### config.mk
export PLATFORM = sky130hd
export DESIGN_NAME = paper_sense_io
export DESIGN_NICKNAME = d
export VERILOG_FILES = /design/src/verilog/paper_sense_pkg.sv /design/src/verilog/pin_sampler.sv /design/src/verilog/paper_sense_io.sv
export VERILOG_INCLUDE_DIRS = /design/src /design/src/verilog
export SDC_FILE = /design/constraint.sdc
export NUM_CORES = 1
export LEC_CHECK = 0
export ABC_AREA = 1
export BUFFER_PORTS_ARGS = -buffer_cell sky130_fd_sc_hd__clkbuf_2
export CORE_ASPECT_RATIO = 1.4
export CORE_MARGIN = 2
export CORE_UTILIZATION = 60
export CTS_CLUSTER_DIAMETER = 60
export CTS_CLUSTER_SIZE = 28
export DETAILED_ROUTE_END_ITERATION = 7
export PLACE_DENSITY_LB_ADDON = 0.25
export SLEW_MARGIN = 40
export SYNTH_ARGS = -nofsm -noshare
export SYNTH_HDL_FRONTEND = slang
export SYNTH_SLANG_ARGS = --single-unit
### constraint.sdc
create_clock -name clk_i -period 2.6 [get_ports clk_i]
set_input_delay 0.26 -clock clk_i [delete_from_list [all_inputs] [get_ports clk_i]]
set_output_delay 0.26 -clock clk_i [all_outputs]
set_load 0.005 [all_outputs]
### src/verilog/paper_sense_defines.svh
// Constants of the paper sense and general pin unit: offsets, field positions, reset values.
// Assumes inclusion by bare name from every file that needs them.
`ifndef PAPER_SENSE_DEFINES_SVH
`define PAPER_SENSE_DEFINES_SVH

// Pin counts and the widths of the register address, line count and interrupt fields.
`define NUM_SENSE 2
`define NUM_GPIO 6
`define NUM_PINS 8
`define ADDR_W 8
`define LINES_W 16
`define IRQ_W 10

// Byte addresses of the register words.
`define ADDR_STATUS 8'h00
`define ADDR_DIR 8'h04
`define ADDR_POL 8'h08
`define ADDR_EDGE 8'h0c
`define ADDR_OUT 8'h10
`define ADDR_SENSE_CTRL 8'h14
`define ADDR_PS2_LINES 8'h18
`define ADDR_IRQ_STATUS 8'h1c
`define ADDR_IRQ_MASK 8'h20

// Field positions.
`define STATUS_PS1_BIT 0
`define STATUS_PS2_BIT 1
`define STATUS_GPIO_LSB 2
`define CTRL_PS1_STOP_BIT 0
`define CTRL_PS2_STOP_BIT 1
`define IRQ_PS1_STOP_BIT 8
`define IRQ_PS2_FIRE_BIT 9

// Reset values.
`define RST_DIR 6'h38
`define RST_POL 8'he3
`define RST_EDGE 8'h1c
`define RST_OUT 6'h18
`define RST_SENSE_CTRL 2'h0
`define RST_PS2_LINES 16'h0000
`define RST_IRQ_MASK 10'h000

// Bus response codes.
`define RESP_OKAY 2'b00
`define RESP_SLVERR 2'b10

`endif

### src/verilog/paper_sense_pkg.sv
// Types shared by the paper sense and general pin unit.
// Assumes the defines header is on the include path.
`include "paper_sense_defines.svh"

package paper_sense_pkg;

  // Motion command currently executed by the scan engine outside this unit.
  typedef enum logic [1:0] {
    MODE_IDLE = 2'b00,
    MODE_SCAN = 2'b01,
    MODE_FWD = 2'b11,
    MODE_REV = 2'b10
  } scan_mode_t;

  // Delayed action of the second sensor, Gray coded along idle, count, fire.
  typedef enum logic [1:0] {
    PS2_IDLE = 2'b00,
    PS2_COUNT = 2'b01,
    PS2_FIRE = 2'b11
  } ps2_state_t;

  // Per-pin configuration held by software.
  typedef struct packed {
    logic [`NUM_GPIO-1:0] dir;
    logic [`NUM_PINS-1:0] pol;
    logic [`NUM_PINS-1:0] edge_sel;
    logic [`NUM_GPIO-1:0] out;
  } pin_cfg_t;

endpackage : paper_sense_pkg

### src/verilog/pin_sampler.sv
// Input stage: two-flop synchroniser, polarity, and false-to-true detection per pin.
// Assumes pins may change at any time relative to clk_i.
`timescale 1ns/1ps

module pin_sampler #(
  parameter int WIDTH = 8
) (
  input wire logic clk_i,
  input wire logic rst_i,
  input wire logic [WIDTH-1:0] pin_i,
  input wire logic [WIDTH-1:0] pol_i,
  output logic [WIDTH-1:0] true_o,
  output logic [WIDTH-1:0] rise_o
);

  logic [WIDTH-1:0] meta_reg;
  logic [WIDTH-1:0] sync_reg;
  logic [WIDTH-1:0] true_reg;
  logic [WIDTH-1:0] true_next;
  logic [2:0] warm_reg;

  // The first stage feeds only the second, so a metastable value never reaches logic.
  always_ff @(posedge clk_i) begin
    if (rst_i) begin
      meta_reg <= '0;
      sync_reg <= '0;
    end else begin
      meta_reg <= pin_i;
      sync_reg <= meta_reg;
    end
  end

  // Active-high polarity passes the level, active-low inverts it.
  assign true_next = ~(sync_reg ^ pol_i);

  // The previous sample lets a transition be seen as a pair of consecutive samples.
  always_ff @(posedge clk_i) begin
    if (rst_i) begin
      true_reg <= '0;
    end else begin
      true_reg <= true_next;
    end
  end

  // Outputs: current true state and a one-cycle pulse on each false-to-true step.
  assign true_o = true_reg;
  assign rise_o = true_next & ~true_reg & {WIDTH{warm_reg[2]}};

  // Steps are ignored until the stages hold real pin levels, else an active-low pin
  // would show a false step just after reset.
  always_ff @(posedge clk_i) begin
    if (rst_i) begin
      warm_reg <= '0;
    end else begin
      warm_reg <= {warm_reg[1:0], 1'b1};
    end
  end

endmodule : pin_sampler

### src/verilog/paper_sense_io.sv
// Paper sense and general pin unit with an AXI4-Lite register slave and one interrupt.
// Assumes scan_mode_i comes from the command logic, which clears its own scan bit
// when scan_stop_o pulses, and line_end_i pulses once per line from the pixel counter.
//
// The address map and the AXI4-Lite interface to the registers were decided locally.
`timescale 1ns/1ps
`include "paper_sense_defines.svh"

module paper_sense_io #(
  parameter int LINES_W = `LINES_W
) (
  input wire logic clk_i,
  input wire logic rst_i,
  input wire logic suspend_i,
  input wire logic soft_reset_i,
  input wire paper_sense_pkg::scan_mode_t scan_mode_i,
  input wire logic line_end_i,
  output logic scan_stop_o,
  input wire logic [`NUM_SENSE-1:0] sense_i,
  input wire logic [`NUM_GPIO-1:0] gpio_in_i,
  output logic [`NUM_GPIO-1:0] gpio_out_o,
  output logic [`NUM_GPIO-1:0] gpio_oe_n_o,
  output logic irq_o,
  input wire logic [`ADDR_W-1:0] s_axi_awaddr,
  input wire logic s_axi_awvalid,
  output logic s_axi_awready,
  input wire logic [31:0] s_axi_wdata,
  input wire logic [3:0] s_axi_wstrb,
  input wire logic s_axi_wvalid,
  output logic s_axi_wready,
  output logic [1:0] s_axi_bresp,
  output logic s_axi_bvalid,
  input wire logic s_axi_bready,
  input wire logic [`ADDR_W-1:0] s_axi_araddr,
  input wire logic s_axi_arvalid,
  output logic s_axi_arready,
  output logic [31:0] s_axi_rdata,
  output logic [1:0] s_axi_rresp,
  output logic s_axi_rvalid,
  input wire logic s_axi_rready
);
  import paper_sense_pkg::*;

  // Field widths as constants, so that a merged word is cut to size by a cast.
  localparam int GPIO_N = `NUM_GPIO;
  localparam int PINS_N = `NUM_PINS;
  localparam int IRQ_N = `IRQ_W;

  // Word decode, shared by the read and the write path.
  function automatic logic is_mapped(input logic [`ADDR_W-1:0] addr);
    unique case ({addr[`ADDR_W-1:2], 2'b00})
      `ADDR_STATUS, `ADDR_DIR, `ADDR_POL, `ADDR_EDGE, `ADDR_OUT,
      `ADDR_SENSE_CTRL, `ADDR_PS2_LINES, `ADDR_IRQ_STATUS, `ADDR_IRQ_MASK: begin
        is_mapped = 1'b1;
      end
      default: begin
        is_mapped = 1'b0;
      end
    endcase
  endfunction : is_mapped

  // Merges write data into an old value, one byte lane per strobe bit.
  function automatic logic [31:0] merge(input logic [31:0] old_v, input logic [31:0] new_v,
                                        input logic [3:0] strb);
    logic [31:0] res;
    res = old_v;
    for (int b = 0; b < 4; b++) begin
      if (strb[b]) begin
        res[b*8 +: 8] = new_v[b*8 +: 8];
      end
    end
    merge = res;
  endfunction : merge

  pin_cfg_t cfg_reg;
  logic [1:0] sense_ctrl_reg;
  logic [LINES_W-1:0] ps2_lines_reg;
  logic [LINES_W-1:0] line_cnt_reg;
  ps2_state_t ps2_state_reg;
  ps2_state_t ps2_state_next;
  logic ps2_flag_reg;
  logic ps1_prev_reg;
  logic [`NUM_PINS-1:0] edge_flag_reg;
  logic [`IRQ_W-1:0] irq_status_reg;
  logic [`IRQ_W-1:0] irq_mask_reg;
  logic stop_reg;

  logic aw_full_reg;
  logic w_full_reg;
  logic [`ADDR_W-1:0] aw_addr_reg;
  logic [31:0] w_data_reg;
  logic [3:0] w_strb_reg;
  logic bvalid_reg;
  logic [1:0] bresp_reg;
  logic rvalid_reg;
  logic [31:0] rdata_reg;
  logic [1:0] rresp_reg;

  logic [`NUM_PINS-1:0] pin_true;
  logic [`NUM_PINS-1:0] pin_rise;
  logic [`NUM_PINS-1:0] input_mask;
  logic [`NUM_PINS-1:0] status_val;
  logic pin_rst;
  logic do_write;
  logic ar_take;
  logic status_rd;
  logic irq_rd;
  logic ps1_trig;
  logic ps2_fire;
  logic [`IRQ_W-1:0] irq_event;
  logic [`ADDR_W-1:0] w_word;
  logic [`ADDR_W-1:0] r_word;

  // All eight pins share one input stage; output pins are sampled too but their steps are masked below.
  pin_sampler #(
    .WIDTH(`NUM_PINS)
  ) u_sampler (
    .clk_i(clk_i),
    .rst_i(rst_i),
    .pin_i({gpio_in_i, sense_i}),
    .pol_i(cfg_reg.pol),
    .true_o(pin_true),
    .rise_o(pin_rise)
  );

  // Sensor pins are always inputs; a general pin is an input while its direction bit is 0.
  assign input_mask = {~cfg_reg.dir, {`NUM_SENSE{1'b1}}};

  // Pin defaults come back on the reset pin and on suspend, but never on soft reset.
  assign pin_rst = rst_i | suspend_i;

  // Status view: edge-mode bits show the captured flag, level-mode bits the live state; with the sensor-two stop on, bit 1 shows its delayed flag.
  always_comb begin
    for (int i = 0; i < `NUM_PINS; i++) begin
      status_val[i] = cfg_reg.edge_sel[i] ? edge_flag_reg[i] : pin_true[i];
    end
    if (sense_ctrl_reg[`CTRL_PS2_STOP_BIT]) begin
      status_val[`STATUS_PS2_BIT] = ps2_flag_reg;
    end
  end

  // Bus handshakes: one write and one read in flight; address and data taken in any order.
  assign s_axi_awready = ~aw_full_reg & ~bvalid_reg;
  assign s_axi_wready = ~w_full_reg & ~bvalid_reg;
  assign s_axi_arready = ~rvalid_reg;
  assign s_axi_bvalid = bvalid_reg;
  assign s_axi_bresp = bresp_reg;
  assign s_axi_rvalid = rvalid_reg;
  assign s_axi_rdata = rdata_reg;
  assign s_axi_rresp = rresp_reg;
  assign do_write = aw_full_reg & w_full_reg & ~bvalid_reg;
  assign w_word = {aw_addr_reg[`ADDR_W-1:2], 2'b00};
  assign ar_take = s_axi_arvalid & ~rvalid_reg;
  assign r_word = {s_axi_araddr[`ADDR_W-1:2], 2'b00};
  assign status_rd = ar_take & (r_word == `ADDR_STATUS);
  assign irq_rd = ar_take & (r_word == `ADDR_IRQ_STATUS);

  // Write address and data holding stages.
  always_ff @(posedge clk_i) begin
    if (rst_i) begin
      aw_full_reg <= 1'b0;
      w_full_reg <= 1'b0;
      aw_addr_reg <= '0;
      w_data_reg <= '0;
      w_strb_reg <= '0;
    end else begin
      if (s_axi_awvalid & s_axi_awready) begin
        aw_full_reg <= 1'b1;
        aw_addr_reg <= s_axi_awaddr;
      end else if (do_write) begin
        aw_full_reg <= 1'b0;
      end
      if (s_axi_wvalid & s_axi_wready) begin
        w_full_reg <= 1'b1;
        w_data_reg <= s_axi_wdata;
        w_strb_reg <= s_axi_wstrb;
      end else if (do_write) begin
        w_full_reg <= 1'b0;
      end
    end
  end

  // Write response; unmapped words answer with a slave error.
  always_ff @(posedge clk_i) begin
    if (rst_i) begin
      bvalid_reg <= 1'b0;
      bresp_reg <= `RESP_OKAY;
    end else if (do_write) begin
      bvalid_reg <= 1'b1;
      bresp_reg <= is_mapped(aw_addr_reg) ? `RESP_OKAY : `RESP_SLVERR;
    end else if (s_axi_bready) begin
      bvalid_reg <= 1'b0;
    end
  end

  // Pin configuration is writable whenever reset and suspend are low; the command state does not gate it.
  always_ff @(posedge clk_i) begin
    if (pin_rst) begin
      cfg_reg.dir <= `RST_DIR;
      cfg_reg.pol <= `RST_POL;
      cfg_reg.edge_sel <= `RST_EDGE;
      cfg_reg.out <= `RST_OUT;
    end else if (do_write) begin
      unique case (w_word)
        `ADDR_DIR: begin
          cfg_reg.dir <= GPIO_N'(merge(32'(cfg_reg.dir), w_data_reg, w_strb_reg));
        end
        `ADDR_POL: begin
          cfg_reg.pol <= PINS_N'(merge(32'(cfg_reg.pol), w_data_reg, w_strb_reg));
        end
        `ADDR_EDGE: begin
          cfg_reg.edge_sel <= PINS_N'(merge(32'(cfg_reg.edge_sel), w_data_reg,
                                            w_strb_reg));
        end
        `ADDR_OUT: begin
          cfg_reg.out <= GPIO_N'(merge(32'(cfg_reg.out), w_data_reg, w_strb_reg));
        end
        default: begin
        end
      endcase
    end
  end

  // Sensor control and line count share the pin reset, as they belong to the same group.
  always_ff @(posedge clk_i) begin
    if (pin_rst) begin
      sense_ctrl_reg <= `RST_SENSE_CTRL;
      ps2_lines_reg <= LINES_W'(`RST_PS2_LINES);
      irq_mask_reg <= `RST_IRQ_MASK;
    end else if (do_write) begin
      unique case (w_word)
        `ADDR_SENSE_CTRL: begin
          sense_ctrl_reg <= 2'(merge(32'(sense_ctrl_reg), w_data_reg, w_strb_reg));
        end
        `ADDR_PS2_LINES: begin
          ps2_lines_reg <= LINES_W'(merge(32'(ps2_lines_reg), w_data_reg,
                                          w_strb_reg));
        end
        `ADDR_IRQ_MASK: begin
          irq_mask_reg <= IRQ_N'(merge(32'(irq_mask_reg), w_data_reg, w_strb_reg));
        end
        // Writes to the status words are dropped, so they cannot disturb the flags.
        default: begin
        end
      endcase
    end
  end

  // Edge flags: a read clears them, but a step in the same cycle still wins.
  always_ff @(posedge clk_i) begin
    if (rst_i) begin
      edge_flag_reg <= '0;
    end else begin
      edge_flag_reg <= (edge_flag_reg & ~{`NUM_PINS{status_rd}})
                       | (pin_rise & input_mask);
    end
  end

  // Sensor one acts on its reported state, so in edge mode the flag's rise counts.
  assign ps1_trig = sense_ctrl_reg[`CTRL_PS1_STOP_BIT]
                    & status_val[`STATUS_PS1_BIT] & ~ps1_prev_reg;

  // Previous reported state of sensor one.
  always_ff @(posedge clk_i) begin
    if (rst_i) begin
      ps1_prev_reg <= 1'b0;
    end else begin
      ps1_prev_reg <= status_val[`STATUS_PS1_BIT];
    end
  end

  // Sensor two delay: arm on the pin's rise, count line ends, fire at the programmed count.
  always_comb begin
    ps2_state_next = ps2_state_reg;
    unique case (ps2_state_reg)
      PS2_IDLE: begin
        if (sense_ctrl_reg[`CTRL_PS2_STOP_BIT] & pin_rise[`STATUS_PS2_BIT]) begin
          ps2_state_next = (ps2_lines_reg == '0) ? PS2_FIRE : PS2_COUNT;
        end
      end
      PS2_COUNT: begin
        if (line_end_i & (line_cnt_reg + LINES_W'(1) == ps2_lines_reg)) begin
          ps2_state_next = PS2_FIRE;
        end
      end
      PS2_FIRE: begin
        ps2_state_next = PS2_IDLE;
      end
      default: begin
        ps2_state_next = PS2_IDLE;
      end
    endcase
  end

  assign ps2_fire = (ps2_state_reg == PS2_FIRE);

  // Soft reset abandons a pending delay but leaves every pin setting alone.
  always_ff @(posedge clk_i) begin
    if (rst_i | soft_reset_i) begin
      ps2_state_reg <= PS2_IDLE;
      line_cnt_reg <= '0;
    end else begin
      ps2_state_reg <= ps2_state_next;
      if (ps2_state_reg != PS2_COUNT) begin
        line_cnt_reg <= '0;
      end else if (line_end_i) begin
        line_cnt_reg <= line_cnt_reg + LINES_W'(1);
      end
    end
  end

  // Delayed status of sensor two: set on fire, cleared by a status read, set wins.
  always_ff @(posedge clk_i) begin
    if (rst_i) begin
      ps2_flag_reg <= 1'b0;
    end else begin
      ps2_flag_reg <= (ps2_flag_reg & ~status_rd) | ps2_fire;
    end
  end

  // Stop request to the command logic; reverse moves only answer to sensor one.
  always_ff @(posedge clk_i) begin
    if (rst_i) begin
      stop_reg <= 1'b0;
    end else begin
      stop_reg <= (ps1_trig & (scan_mode_i != MODE_IDLE))
                  | (ps2_fire & ((scan_mode_i == MODE_SCAN)
                                 | (scan_mode_i == MODE_FWD)));
    end
  end

  assign scan_stop_o = stop_reg;

  // Interrupt events: each input's rise, the sensor-one stop, and the sensor-two fire.
  assign irq_event = {ps2_fire, ps1_trig, pin_rise & input_mask};

  // Sticky interrupt status, cleared by its own read; a new event in that cycle survives.
  always_ff @(posedge clk_i) begin
    if (rst_i) begin
      irq_status_reg <= '0;
    end else begin
      irq_status_reg <= (irq_status_reg & ~{`IRQ_W{irq_rd}}) | irq_event;
    end
  end

  // Level interrupt, high while any unmasked status bit stands.
  assign irq_o = |(irq_status_reg & irq_mask_reg);

  // Read path: data captured at the address handshake; unmapped words read zero with error.
  always_ff @(posedge clk_i) begin
    if (rst_i) begin
      rvalid_reg <= 1'b0;
      rdata_reg <= '0;
      rresp_reg <= `RESP_OKAY;
    end else if (ar_take) begin
      rvalid_reg <= 1'b1;
      rresp_reg <= is_mapped(s_axi_araddr) ? `RESP_OKAY : `RESP_SLVERR;
      unique case (r_word)
        `ADDR_STATUS: rdata_reg <= 32'(status_val);
        `ADDR_DIR: rdata_reg <= 32'(cfg_reg.dir);
        `ADDR_POL: rdata_reg <= 32'(cfg_reg.pol);
        `ADDR_EDGE: rdata_reg <= 32'(cfg_reg.edge_sel);
        `ADDR_OUT: rdata_reg <= 32'(cfg_reg.out);
        `ADDR_SENSE_CTRL: rdata_reg <= 32'(sense_ctrl_reg);
        `ADDR_PS2_LINES: rdata_reg <= 32'(ps2_lines_reg);
        `ADDR_IRQ_STATUS: rdata_reg <= 32'(irq_status_reg);
        `ADDR_IRQ_MASK: rdata_reg <= 32'(irq_mask_reg);
        default: rdata_reg <= '0;
      endcase
    end else if (s_axi_rready) begin
      rvalid_reg <= 1'b0;
    end
  end

  // Output pins follow their register bits; the enable is low while a pin is driven.
  assign gpio_out_o = cfg_reg.out;
  assign gpio_oe_n_o = ~cfg_reg.dir;

endmodule : paper_sense_io

==> impl_metrics.csv, run 1 <==
group,metric,value,unit
global_route,grt_pass1_vias,6334,
global_route,track_usage,29.9,%
routing,final_antenna_net_count,0,
clock_tree,cts_root_buffer,"clkbuf_16",
floorplanning,dieArea,13300,sq um
clock_tree,cts_max_level,4,
synth,ys.flop_type,"dfxtp_1",
synth,avgSynthCellArea,7.24,sq um
setup_path,path_max_fanout,5,
setup_path,worst-setup-path-type,"flop to flop",
setup_path,path_cells,"ha_1 -> nand3_1 -> nor2_2 -> nand3_1 -> nand2_1 -> nand3_1 -> nand2_1 -> nand2_1 -> nor2_1 -> nand3_1 -> a21oi_2",
power,p_int,0.00411,W
floorplanning,rows,48,
global_route,grt_pass1_wl,31300,um
setup_path,critPathMaxStageDelay,400,ps
place,place_hpwl,14600,um
job,max-cap-violations,0,
clock_tree,clkLatencyLatePin,420,ps
final_layout,syn_to_final_growth,13.4,%
final_layout,regArea,3360,sq um
final_layout,diodes,0,
global_route,grt_max_degree,66,
power,power_frac_comb,5.8,%
synth,synth_edf_count,0,
final_layout,drive_above_1_share,13.7,%
sta,max_clock_freq,0.526,GHz
sta,tightestPinTransition,695,ps
power,powerDensity,647,nW/um^2
floorplanning,initial_core_util,60.8,%
setup_path,crit_slowest_cell,"dfxtp_1",
hold_path,hold_path.class,"primary input to flop",
setup_path,cp.required,2970,ps
routing,vias,7052,
clock_tree,cts_buffer_depth,2,
sta,rsz0062_at_grt,"no",
sta,holdWs,18.5,ps
setup_path,worst-r2r-cell-count,11,
final_layout,multiInputGateArea,3320,sq um
power,p_sw,0.00135,W
sta,slew_headroom,53.6,%
power,vdd_drop_max,0.000522,V
final_layout,nets,1178,
clock_tree,cts_buffers,17,
routing,drt_wl_total,19800,um
place,port_buffers,86,
synth,syn-cell-area,7450,sq um
sta,skew,10.8,ps
routing,drc,0,
synth,syn-instance-count,1030,
final_layout,finalInstanceArea,8450,sq um
clock_tree,cts_sinks,168,
power,p_sw_share,24.8,%
status,status,"complete, no violations",
power,seqPwrFrac,49.0,%
setup_path,cp_common_cell,"nand3_1",
sta,post-route-period-util,73.2,%
synth,ys_warn_count,0,
power,power,0.00547,W
power,power_leakage,3.69,nW
floorplanning,coreArea,12300,sq um
clock_tree,cts_tree,"done",
setup_path,crit_path_start_kind,"flop",
clock_tree,postCtsSetupBuffers,0,
routing,viasPerCell,5.56,
synth,seq_area_frac_synth,45.1,%
floorplanning,num_io_pins,127,
power,pwr-share-clk,45.2,%
setup_path,cp.arrival,2270,ps
routing,wl_per_cell,15.6,um
routing,drtIter0Drc,436,
sta,min_period,1900,ps
sta,slew_viol_final,0,
synth,synth.distinct_cells,43,
final_layout,final.fill_count,1087,
place,gp_congestion,0.953,
clock_tree,clk_pin_slew,70,ps
setup_path,worst_setup_path_end_kind,"flop",
global_route,gr-total-overflow,0,
synth,ys_ff_latch,168,
sta,finalSetupViolCount,0,
final_layout,largest_reg_flops,22,
clock_tree,cts_hold_buf,0,
place,placed_area,7880,sq um
routing,dr.pass1.iters,5,
floorplanning,fp.dieW,98.2,um
hold_path,hold_depth,3,
sta,fin_tns_setup,0,ps
clock_tree,cts_resized,0,
floorplanning,die_y,136,um
global_route,antenna_found_initial,0,
synth,async_flop_share,0,%
sta,hold_viol,0,
[final cells by class]
| class | instances | area share (%) |
|---|---|---|
| Clock inverter | 13 | 1.57 |
| Tap cell | 150 | 2.22 |
| Multi-Input combinational cell | 683 | 39.2 |
| Inverter | 143 | 6.35 |
| Clock buffer | 19 | 5.24 |
| Sequential cell | 168 | 39.8 |
| Timing Repair Buffer | 92 | 5.62 |
[layer usage]
metal  wire length [um]  global-route usage, %  vias up  part of all wire (%)
li1                   -                      -     3475                     -
met5                  0                      0        -                     0
met3               1080                   4.78       84                   5.5
met1               7370                   33.2     3234                    37
met2              10200                   53.6      259                    51
met4               1150                   18.2        0                   5.8
[power by group through the flow]
stage / clock [W] / sequential, W / combinational (W)
2_1_floorplan: 0 / 0.00272 / 0.000227
3_3_place_gp: 0 / 0.00273 / 0.000309
3_5_place_dp: 0 / 0.00274 / 0.000314
4_1_cts: 0.00249 / 0.00268 / 0.000317
5_1_grt: 0.00260 / 0.00268 / 0.000360
6_report: 0.00247 / 0.00268 / 0.000318
[cell usage after synthesis, types with 8 or more instances]
library cell,count,area [sq um]
nand4_1,16,100
buf_4,26,195
o21ai_0,97,485
nor2_2,9,56.3
clkbuf_1,21,78.8
xnor2_1,8,70.1
a21oi_1,116,581
nand3_1,54,270
nor2_1,102,383
nand2_1,192,721
o211ai_1,13,97.6
inv_1,134,503
dfxtp_1,168,3360
[placed cells by master, fill, tap and decap left out, types with 8 or more instances in the layout]
cell / instances
a21oi_1: 116
nor2_1: 101
inv_1: 134
o21ai_0: 97
conb_1: 18
nand4_1: 16
clkbuf_2: 86
clkbuf_16: 17
nand3_1: 54
dfxtp_1: 168
o211ai_1: 13
nor2_2: 10
nand2_1: 192
xnor2_1: 8
[cells by family (layout without fill, tap and decap cells)]
| family | Yosys count | after routing | synth area share (%) |
|---|---|---|---|
| DFF | 168 | 168 | 45.1 |
| buffers and inverters | 196 | 267 | 11.3 |
| and+or+nand+nor | 399 | 399 | 23.5 |
| AOI/OAI and AO/OA | 255 | 255 | 18.5 |
| other | 1 | 18 | 0.0503 |
| adders and majority gates | 1 | 1 | 0.168 |
| xor gates and xnor gates | 10 | 10 | 1.36 |
[critical path, delay by kind of cell (launching register included)]
| family | cells | cell delay (ps) |
|---|---|---|
| compound gates | 1 | 130 |
| fa+ha+maj | 1 | 230 |
| flops | 1 | 400 |
| simple gates | 9 | 1070 |
[metrics by stage]
| step | cells | setup WS [ps] | utilization [%] |
|---|---|---|---|
| floorplan | 1047 | 1090 | - |
| global placement | 1236 | 751 | 64.3 |
| detailed placement | 1236 | 729 | 64.3 |
| CTS | 1268 | 712 | 69.0 |
| global route | 1268 | 588 | 69.0 |
| finish | 1268 | 698 | 69.0 |
[final timing paths]
path         slack, ps                  start                     to
min                 20             sense_i[1]  u_sampler.meta_reg[1]
min reg2reg        410  u_sampler.meta_reg[0]  u_sampler.sync_reg[0]
max reg2reg        700        line_cnt_reg[0]       ps2_state_reg[1]
max                700        line_cnt_reg[0]       ps2_state_reg[1]
(Power assumes the default switching activity.)
==> inputs of run 2 (changes only) <==
- CORE_UTILIZATION: 60 -> 56
- clock period: 2.6 -> 1.85 ns (I/O delays scaled with it)
==> run 2 against run 1 <==
- final area increased by 3.2%
- first-iteration DRC count increased by 5.7%
- register-to-register slack got worse by 560 ps
- via count increased by 1.2%
- cell count increased by 3.5%
- wire length increased by 4.1%
- count of clock-buffer cells in the layout increased by 1
- die area increased by 6.9%
- combinational power increased by 50%
- clock power increased by 49%
- global-route usage decreased by 0.89 points
- critical path type unchanged
- largest cell class unchanged
==> impl_metrics.csv, run 2 (synthesized netlist as in run 1, its figures left out) <==
group,metric,value,unit
status,status,"complete, no violations",
routing,vias,7137,
hold_path,hold_path.class,"primary input to flop",
final_layout,diodes,0,
sta,finalSetupViolCount,0,
setup_path,crit_slowest_cell,"dfxtp_1",
floorplanning,fp.dieW,102,um
clock_tree,clk_pin_slew,70,ps
place,gp_congestion,0.956,
sta,skew,9.62,ps
hold_path,hp-start,"s_axi_bready",
floorplanning,die_y,141,um
routing,drc,0,
power,power,0.00791,W
routing,viasPerCell,5.44,
clock_tree,clkLatencyLatePin,420,ps
setup_path,worst-setup-path-type,"flop to flop",
sta,min_period,1720,ps
sta,slew_headroom,52.2,%
sta,tightestPinTransition,717,ps
place,place_hpwl,15000,um
global_route,grt_pass1_wl,31900,um
final_layout,drive_above_1_share,15.4,%
global_route,antenna_found_initial,0,
clock_tree,cts_buffers,17,
setup_path,path_cells,"nand2_2 -> nor2_1 -> nand2_1 -> o21bai_2 -> nand2_1 -> nand2_1 -> nand2_1 -> nor2_1 -> nand3_1 -> a21oi_2",
routing,final_antenna_net_count,0,
clock_tree,cts_sinks,168,
power,vdd_drop_max,0.000700,V
setup_path,cp.required,2220,ps
final_layout,nets,1195,
clock_tree,cts_buffer_depth,2,
routing,drt_wl_total,20600,um
clock_tree,postCtsSetupBuffers,0,
setup_path,crit_start,"line_cnt_reg[8]",
setup_path,crit_family,"simple AND/OR/NAND/NOR gates",
setup_path,worst_setup_path_end_kind,"flop",
floorplanning,dieArea,14300,sq um
sta,fin_tns_setup,0,ps
final_layout,finalInstanceArea,8720,sq um
job,max-cap-violations,0,
sta,max_clock_freq,0.583,GHz
setup_path,timing.rr.start,"line_cnt_reg[8]",
global_route,gr-total-overflow,0,
clock_tree,cts_max_level,4,
power,powerDensity,907,nW/um^2
setup_path,cp.arrival,2080,ps
global_route,grt_pass1_vias,6545,
floorplanning,num_io_pins,127,
floorplanning,coreArea,12900,sq um
setup_path,cp_common_cell,"nand2_1",
clock_tree,cts_tree,"done",
setup_path,path_max_fanout,6,
routing,drtIter0Drc,461,
global_route,grt_max_degree,66,
final_layout,largest_reg_flops,22,
global_route,track_usage,29.1,%
setup_path,crit_path_start_kind,"flop",
final_layout,final_common_cell,"nand2_1",
final_layout,syn_to_final_growth,17.0,%
routing,wl_per_cell,15.7,um
power,power_leakage,3.78,nW
sta,hold_viol,0,
sta,post-route-period-util,92.8,%
setup_path,critPathMaxStageDelay,460,ps
routing,dr.pass1.iters,5,
sta,slew_viol_final,0,
final_layout,mostFrequentLayoutCells,"190 x nand2_1, 164 x dfxtp_1, 132 x inv_1",
clock_tree,cts_root_buffer,"clkbuf_16",
place,placed_area,7980,sq um
floorplanning,rows,49,
final_layout,final.fill_count,1117,
sta,rsz0062_at_grt,"no",
place,port_buffers,86,
floorplanning,initial_core_util,57.6,%
setup_path,path_buf_inv,0,
[run 2: where the power goes]
part | switching (W) | internal, W | total, W
Clock | 0.00156 | 0.00211 | 0.00367
Sequential | 0.0000512 | 0.00371 | 0.00376
Combinational | 0.000317 | 0.000161 | 0.000478
Total | 0.00193 | 0.00598 | 0.00791
[run 2: per-stage QoR]
step	worst slack, ps	cells	util (%)	hold slack, ps
detailed placement	31.8	1273	61.7	382
global route	9.84	1313	67.4	29.6
floorplan	339	1047	-	292
CTS	33.4	1313	67.0	5.84
global placement	86.7	1273	61.7	376
finish	133	1313	67.4	13.9
[run 2: area by class of cell]
class / count / area (sq um) / area share (%)
inverters: 143 / 537 / 6.15
well taps: 178 / 223 / 2.55
clock inverters: 12 / 154 / 1.76
multi-input cells: 683 / 3360 / 38.5
clock buffers: 20 / 457 / 5.24
flip-flops and latches: 168 / 3370 / 38.6
repair buffers: 109 / 623 / 7.14
[run 2: path summary, 6_finish.rpt]
| check | to | slack (ps) | cells past startpoint |
|---|---|---|---|
| worst min register to register | u_sampler.sync_reg[3] | 400 | 2 |
| worst max-delay path | ps2_state_reg[1] | 130 | 10 |
| worst min-delay path | s_axi_bvalid | 10 | 4 |
| worst max register to register | ps2_state_reg[1] | 130 | 10 |
[run 2: metal layers]
metal / wire length (um) / part of all wire, % / GRT usage, % / vias to the layer above
met2: 10500 / 51 / 50.2 / 295
met4: 1350 / 6.6 / 18.5 / 0
met1: 7610 / 37 / 32.6 / 3244
li1: - / - / - / 3508
met3: 1160 / 5.6 / 4.34 / 90
met5: 0 / 0 / 0 / -
[run 2: timing repair]
action                                 CTS  global route
hold buffers                             8             0
gates resized for setup                  0            18
setup endpoints to repair                0            11
endpoints found under the hold margin    8             0
[run 2: worst reg2reg max path, cell delays in order (launching register included)]
cell	delay, ps
dfxtp_1	460
nand2_2	120
nor2_1	260
nand2_1	110
o21bai_2	130
nand2_1	80
nand2_1	60
nand2_1	60
nor2_1	120
nand3_1	140
a21oi_2	130
==> inputs of run 3 (changes only) <==
- CORE_UTILIZATION: 56 -> 57
- SYNTH_HIERARCHICAL: unset -> 1
==> run 3 against run 2 <==
- clock power rose by 7.6%
- count of clock-buffer cells in the layout fell by 2
- worst hold slack got worse by 1.2 ps
- final area rose by 4.8%
- critical endpoint unchanged
==> impl_metrics.csv, run 3 <==
group,metric,value,unit
setup_path,critPathMaxStageDelay,350,ps
sta,post-route-period-util,95.3,%
setup_path,path_cells,"ha_2 -> nand2_2 -> nor2_4 -> nand2_4 -> nor2_4 -> xnor3_1 -> nor2_1 -> nand3_1 -> a21oi_2",
routing,final_antenna_net_count,0,
synth,synth.area.top_cells,"dfxtp_1 44%, nand2_1 9.4%, inv_1 7.7%, a21oi_1 7.6%, o21ai_0 6.3%",
routing,wl_per_cell,15.4,um
routing,drt_wl_total,21100,um
global_route,grt_max_degree,45,
routing,drtIter0Drc,334,
synth,synth_adder_area_share,0.162,%
global_route,grt_pass1_vias,6736,
place,preCtsSetupSlack,64.5,ps
sta,skew,6.19,ps
place,port_buffers,86,
final_layout,diodes,0,
sta,slew_headroom,49.8,%
setup_path,path_buf_inv,0,
floorplanning,initial_core_util,57.9,%
clock_tree,cts_max_level,4,
setup_path,cp.required,2210,ps
routing,dr.pass1.iters,7,
final_layout,fin_cells,1371,
final_layout,nets,1249,
synth,synthMuxAreaShare,0.292,%
sta,slew_viol_final,0,
place,placed_area,8320,sq um
routing,vias,7247,
floorplanning,dieArea,14500,sq um
synth,synth_edf_count,0,
sta,tightestPinTransition,748,ps
floorplanning,die_y,142,um
floorplanning,rows,50,
routing,viasPerCell,5.29,
power,powerDensity,901,nW/um^2
synth,yosys.area_share.xor_xnor,0.405,%
setup_path,cp.arrival,2120,ps
sta,max_clock_freq,0.567,GHz
synth,synth.distinct_cells,47,
clock_tree,clk_pin_slew,60,ps
synth,ys_ff_latch,168,
setup_path,crit_family,"simple AND/OR/NAND/NOR gates",
power,vdd_drop_max,0.000729,V
clock_tree,cts_root_buffer,"clkbuf_16",
setup_path,timing.rr.start,"line_cnt_reg[1]",
hold_path,hp-start,"line_end_i",
global_route,track_usage,30.4,%
place,place_hpwl,16100,um
global_route,antenna_found_initial,0,
synth,synth_top_family_by_area,"simple AND/OR/NAND/NOR gates",
hold_path,hold_path_end,"line_cnt_reg[2]",
setup_path,worst_setup_path_end_kind,"flop",
power,power,0.00824,W
floorplanning,coreArea,13300,sq um
synth,async_flop_share,0,%
hold_path,hold_depth,2,
floorplanning,fp.dieW,102,um
power,power_leakage,3.96,nW
final_layout,syn_to_final_growth,18.4,%
setup_path,crit_slowest_cell,"dfxtp_2",
setup_path,worst-setup-path-type,"flop to flop",
synth,avgSynthCellArea,7.24,sq um
clock_tree,cts_tree,"done",
final_layout,finalInstanceArea,9140,sq um
floorplanning,num_io_pins,127,
synth,seq_area_frac_synth,43.6,%
setup_path,reg2reg_slack,90,ps
global_route,met3_usage,6.01,%
global_route,gr-total-overflow,0,
setup_path,cp_common_cell,"nor2_4",
clock_tree,cts_buffer_depth,2,
global_route,grt.busiest_layer,"met2",
synth,synth.top_cell.area_share,43.6,%
synth,syn-cell-area,7720,sq um
setup_path,worst-r2r-cell-count,9,
synth,syn-instance-count,1066,
synth,synth-compound-area-share,18.2,%
place,gp_congestion,0.939,
clock_tree,cts_buffers,17,
synth,synth_most_common_cell,"nand2_1",
sta,finalSetupViolCount,0,
final_layout,mostFrequentLayoutCells,"194 x nand2_1, 164 x dfxtp_1, 156 x inv_1",
setup_path,crit_path_start_kind,"flop",
synth,synth.top_cells.by_count,"194 x nand2_1, 168 x dfxtp_1, 158 x inv_1",
sta,setup_slack,87.7,ps
setup_path,reg2reg_to,"ps2_state_reg[1]",
synth,ys.flop_type,"dfxtp_1",
global_route,grt_pass1_wl,33400,um
synth,ys_warn_count,6,
clock_tree,cts_sinks,168,
final_layout,largest_reg_flops,22,
place,dp.cells,1325,
hold_path,hold_path.class,"primary input to flop",
final_layout,drive_above_1_share,17.6,%
status,status,"complete, no violations",
synth,synth-simple-area-share,24.9,%
sta,hold_viol,0,
global_route,use_met1,33.8,%
routing,drc,0,
final_layout,final_common_cell,"nand2_1",
job,max-cap-violations,0,
clock_tree,clkLatencyLatePin,430,ps
sta,min_period,1760,ps
sta,rsz0062_at_grt,"yes",
global_route,met2_usage,53.4,%
synth,synth_top_cell_by_area,"dfxtp_1",
setup_path,path_max_fanout,4,
-- run 3: cell types whose count changed after synthesis, sizes merged, moves of 4 or more --
cell    previous run  this run
nand3b             7         3
o22ai              5        12
nand3             54        58
nor2             116       129
nand4             17         9
nand2            194       201
xnor2              8         0
inv              141       166
-- run 3: kinds of logic after synthesis --
logic type,Yosys count
simple gates,413
compound gates,259
buf+inv,220
flops,168
xor+xnor,2
mux,2
fa+ha+maj,1
other cells,1
-- run 3: cell type report --
class,instances,area (sq um)
clock buffer,18,439
clock inverter,14,220
fill,1178,4180
inverter,167,627
multi-input combinational,695,3500
sequential,168,3370
tap,182,228
timing repair buffer,127,766
-- run 3: how the worst max path moves through the flow --
stage                    startpoint               end  slack, ps  cells after the start
global placement    line_cnt_reg[1]  ps2_state_reg[1]        100                      9
detailed placement  line_cnt_reg[1]  ps2_state_reg[1]         60                      9
CTS                 line_cnt_reg[1]  ps2_state_reg[1]         30                      9
finish              line_cnt_reg[1]  ps2_state_reg[1]         90                      9
global route        line_cnt_reg[1]  ps2_state_reg[1]        -40                     10
floorplan           line_cnt_reg[0]  ps2_state_reg[1]        320                      9
-- run 3: report_power, final --
| group | leakage, nW | internal (W) | switching (W) |
|---|---|---|---|
| logic | 2.27 | 0.000176 | 0.000330 |
| registers | 1.37 | 0.00371 | 0.0000707 |
| clock network | 0.320 | 0.00245 | 0.00150 |
-- run 3: timing repair --
action | 4_1_cts | 5_1_grt
resized for setup | 0 | 11
hold buffers | 11 | 0
endpoints found under the setup margin | 0 | 8
hold endpoints to repair | 11 | 0
setup buffers | 0 | 3
-- run 3: metal layers --
metal / share of wire, % / vias to the layer above
met3: 5.1 / 71
met1: 38 / 3300
li1: - / 3621
met2: 51 / 255
met4: 5.7 / 0
met5: 0 / -
-- run 3: per-stage QoR --
| stage | util, % | setup TNS, ps | hold slack [ps] |
|---|---|---|---|
| after floorplan | - | 0 | 273 |
| after global placement | 62.4 | 0 | 380 |
| after detailed placement | 62.4 | 0 | 382 |
| after CTS | 68.2 | 0 | 1.01 |
| after global routing | 68.6 | -38.0 | 18.5 |
| final | 68.6 | 0 | 12.7 |
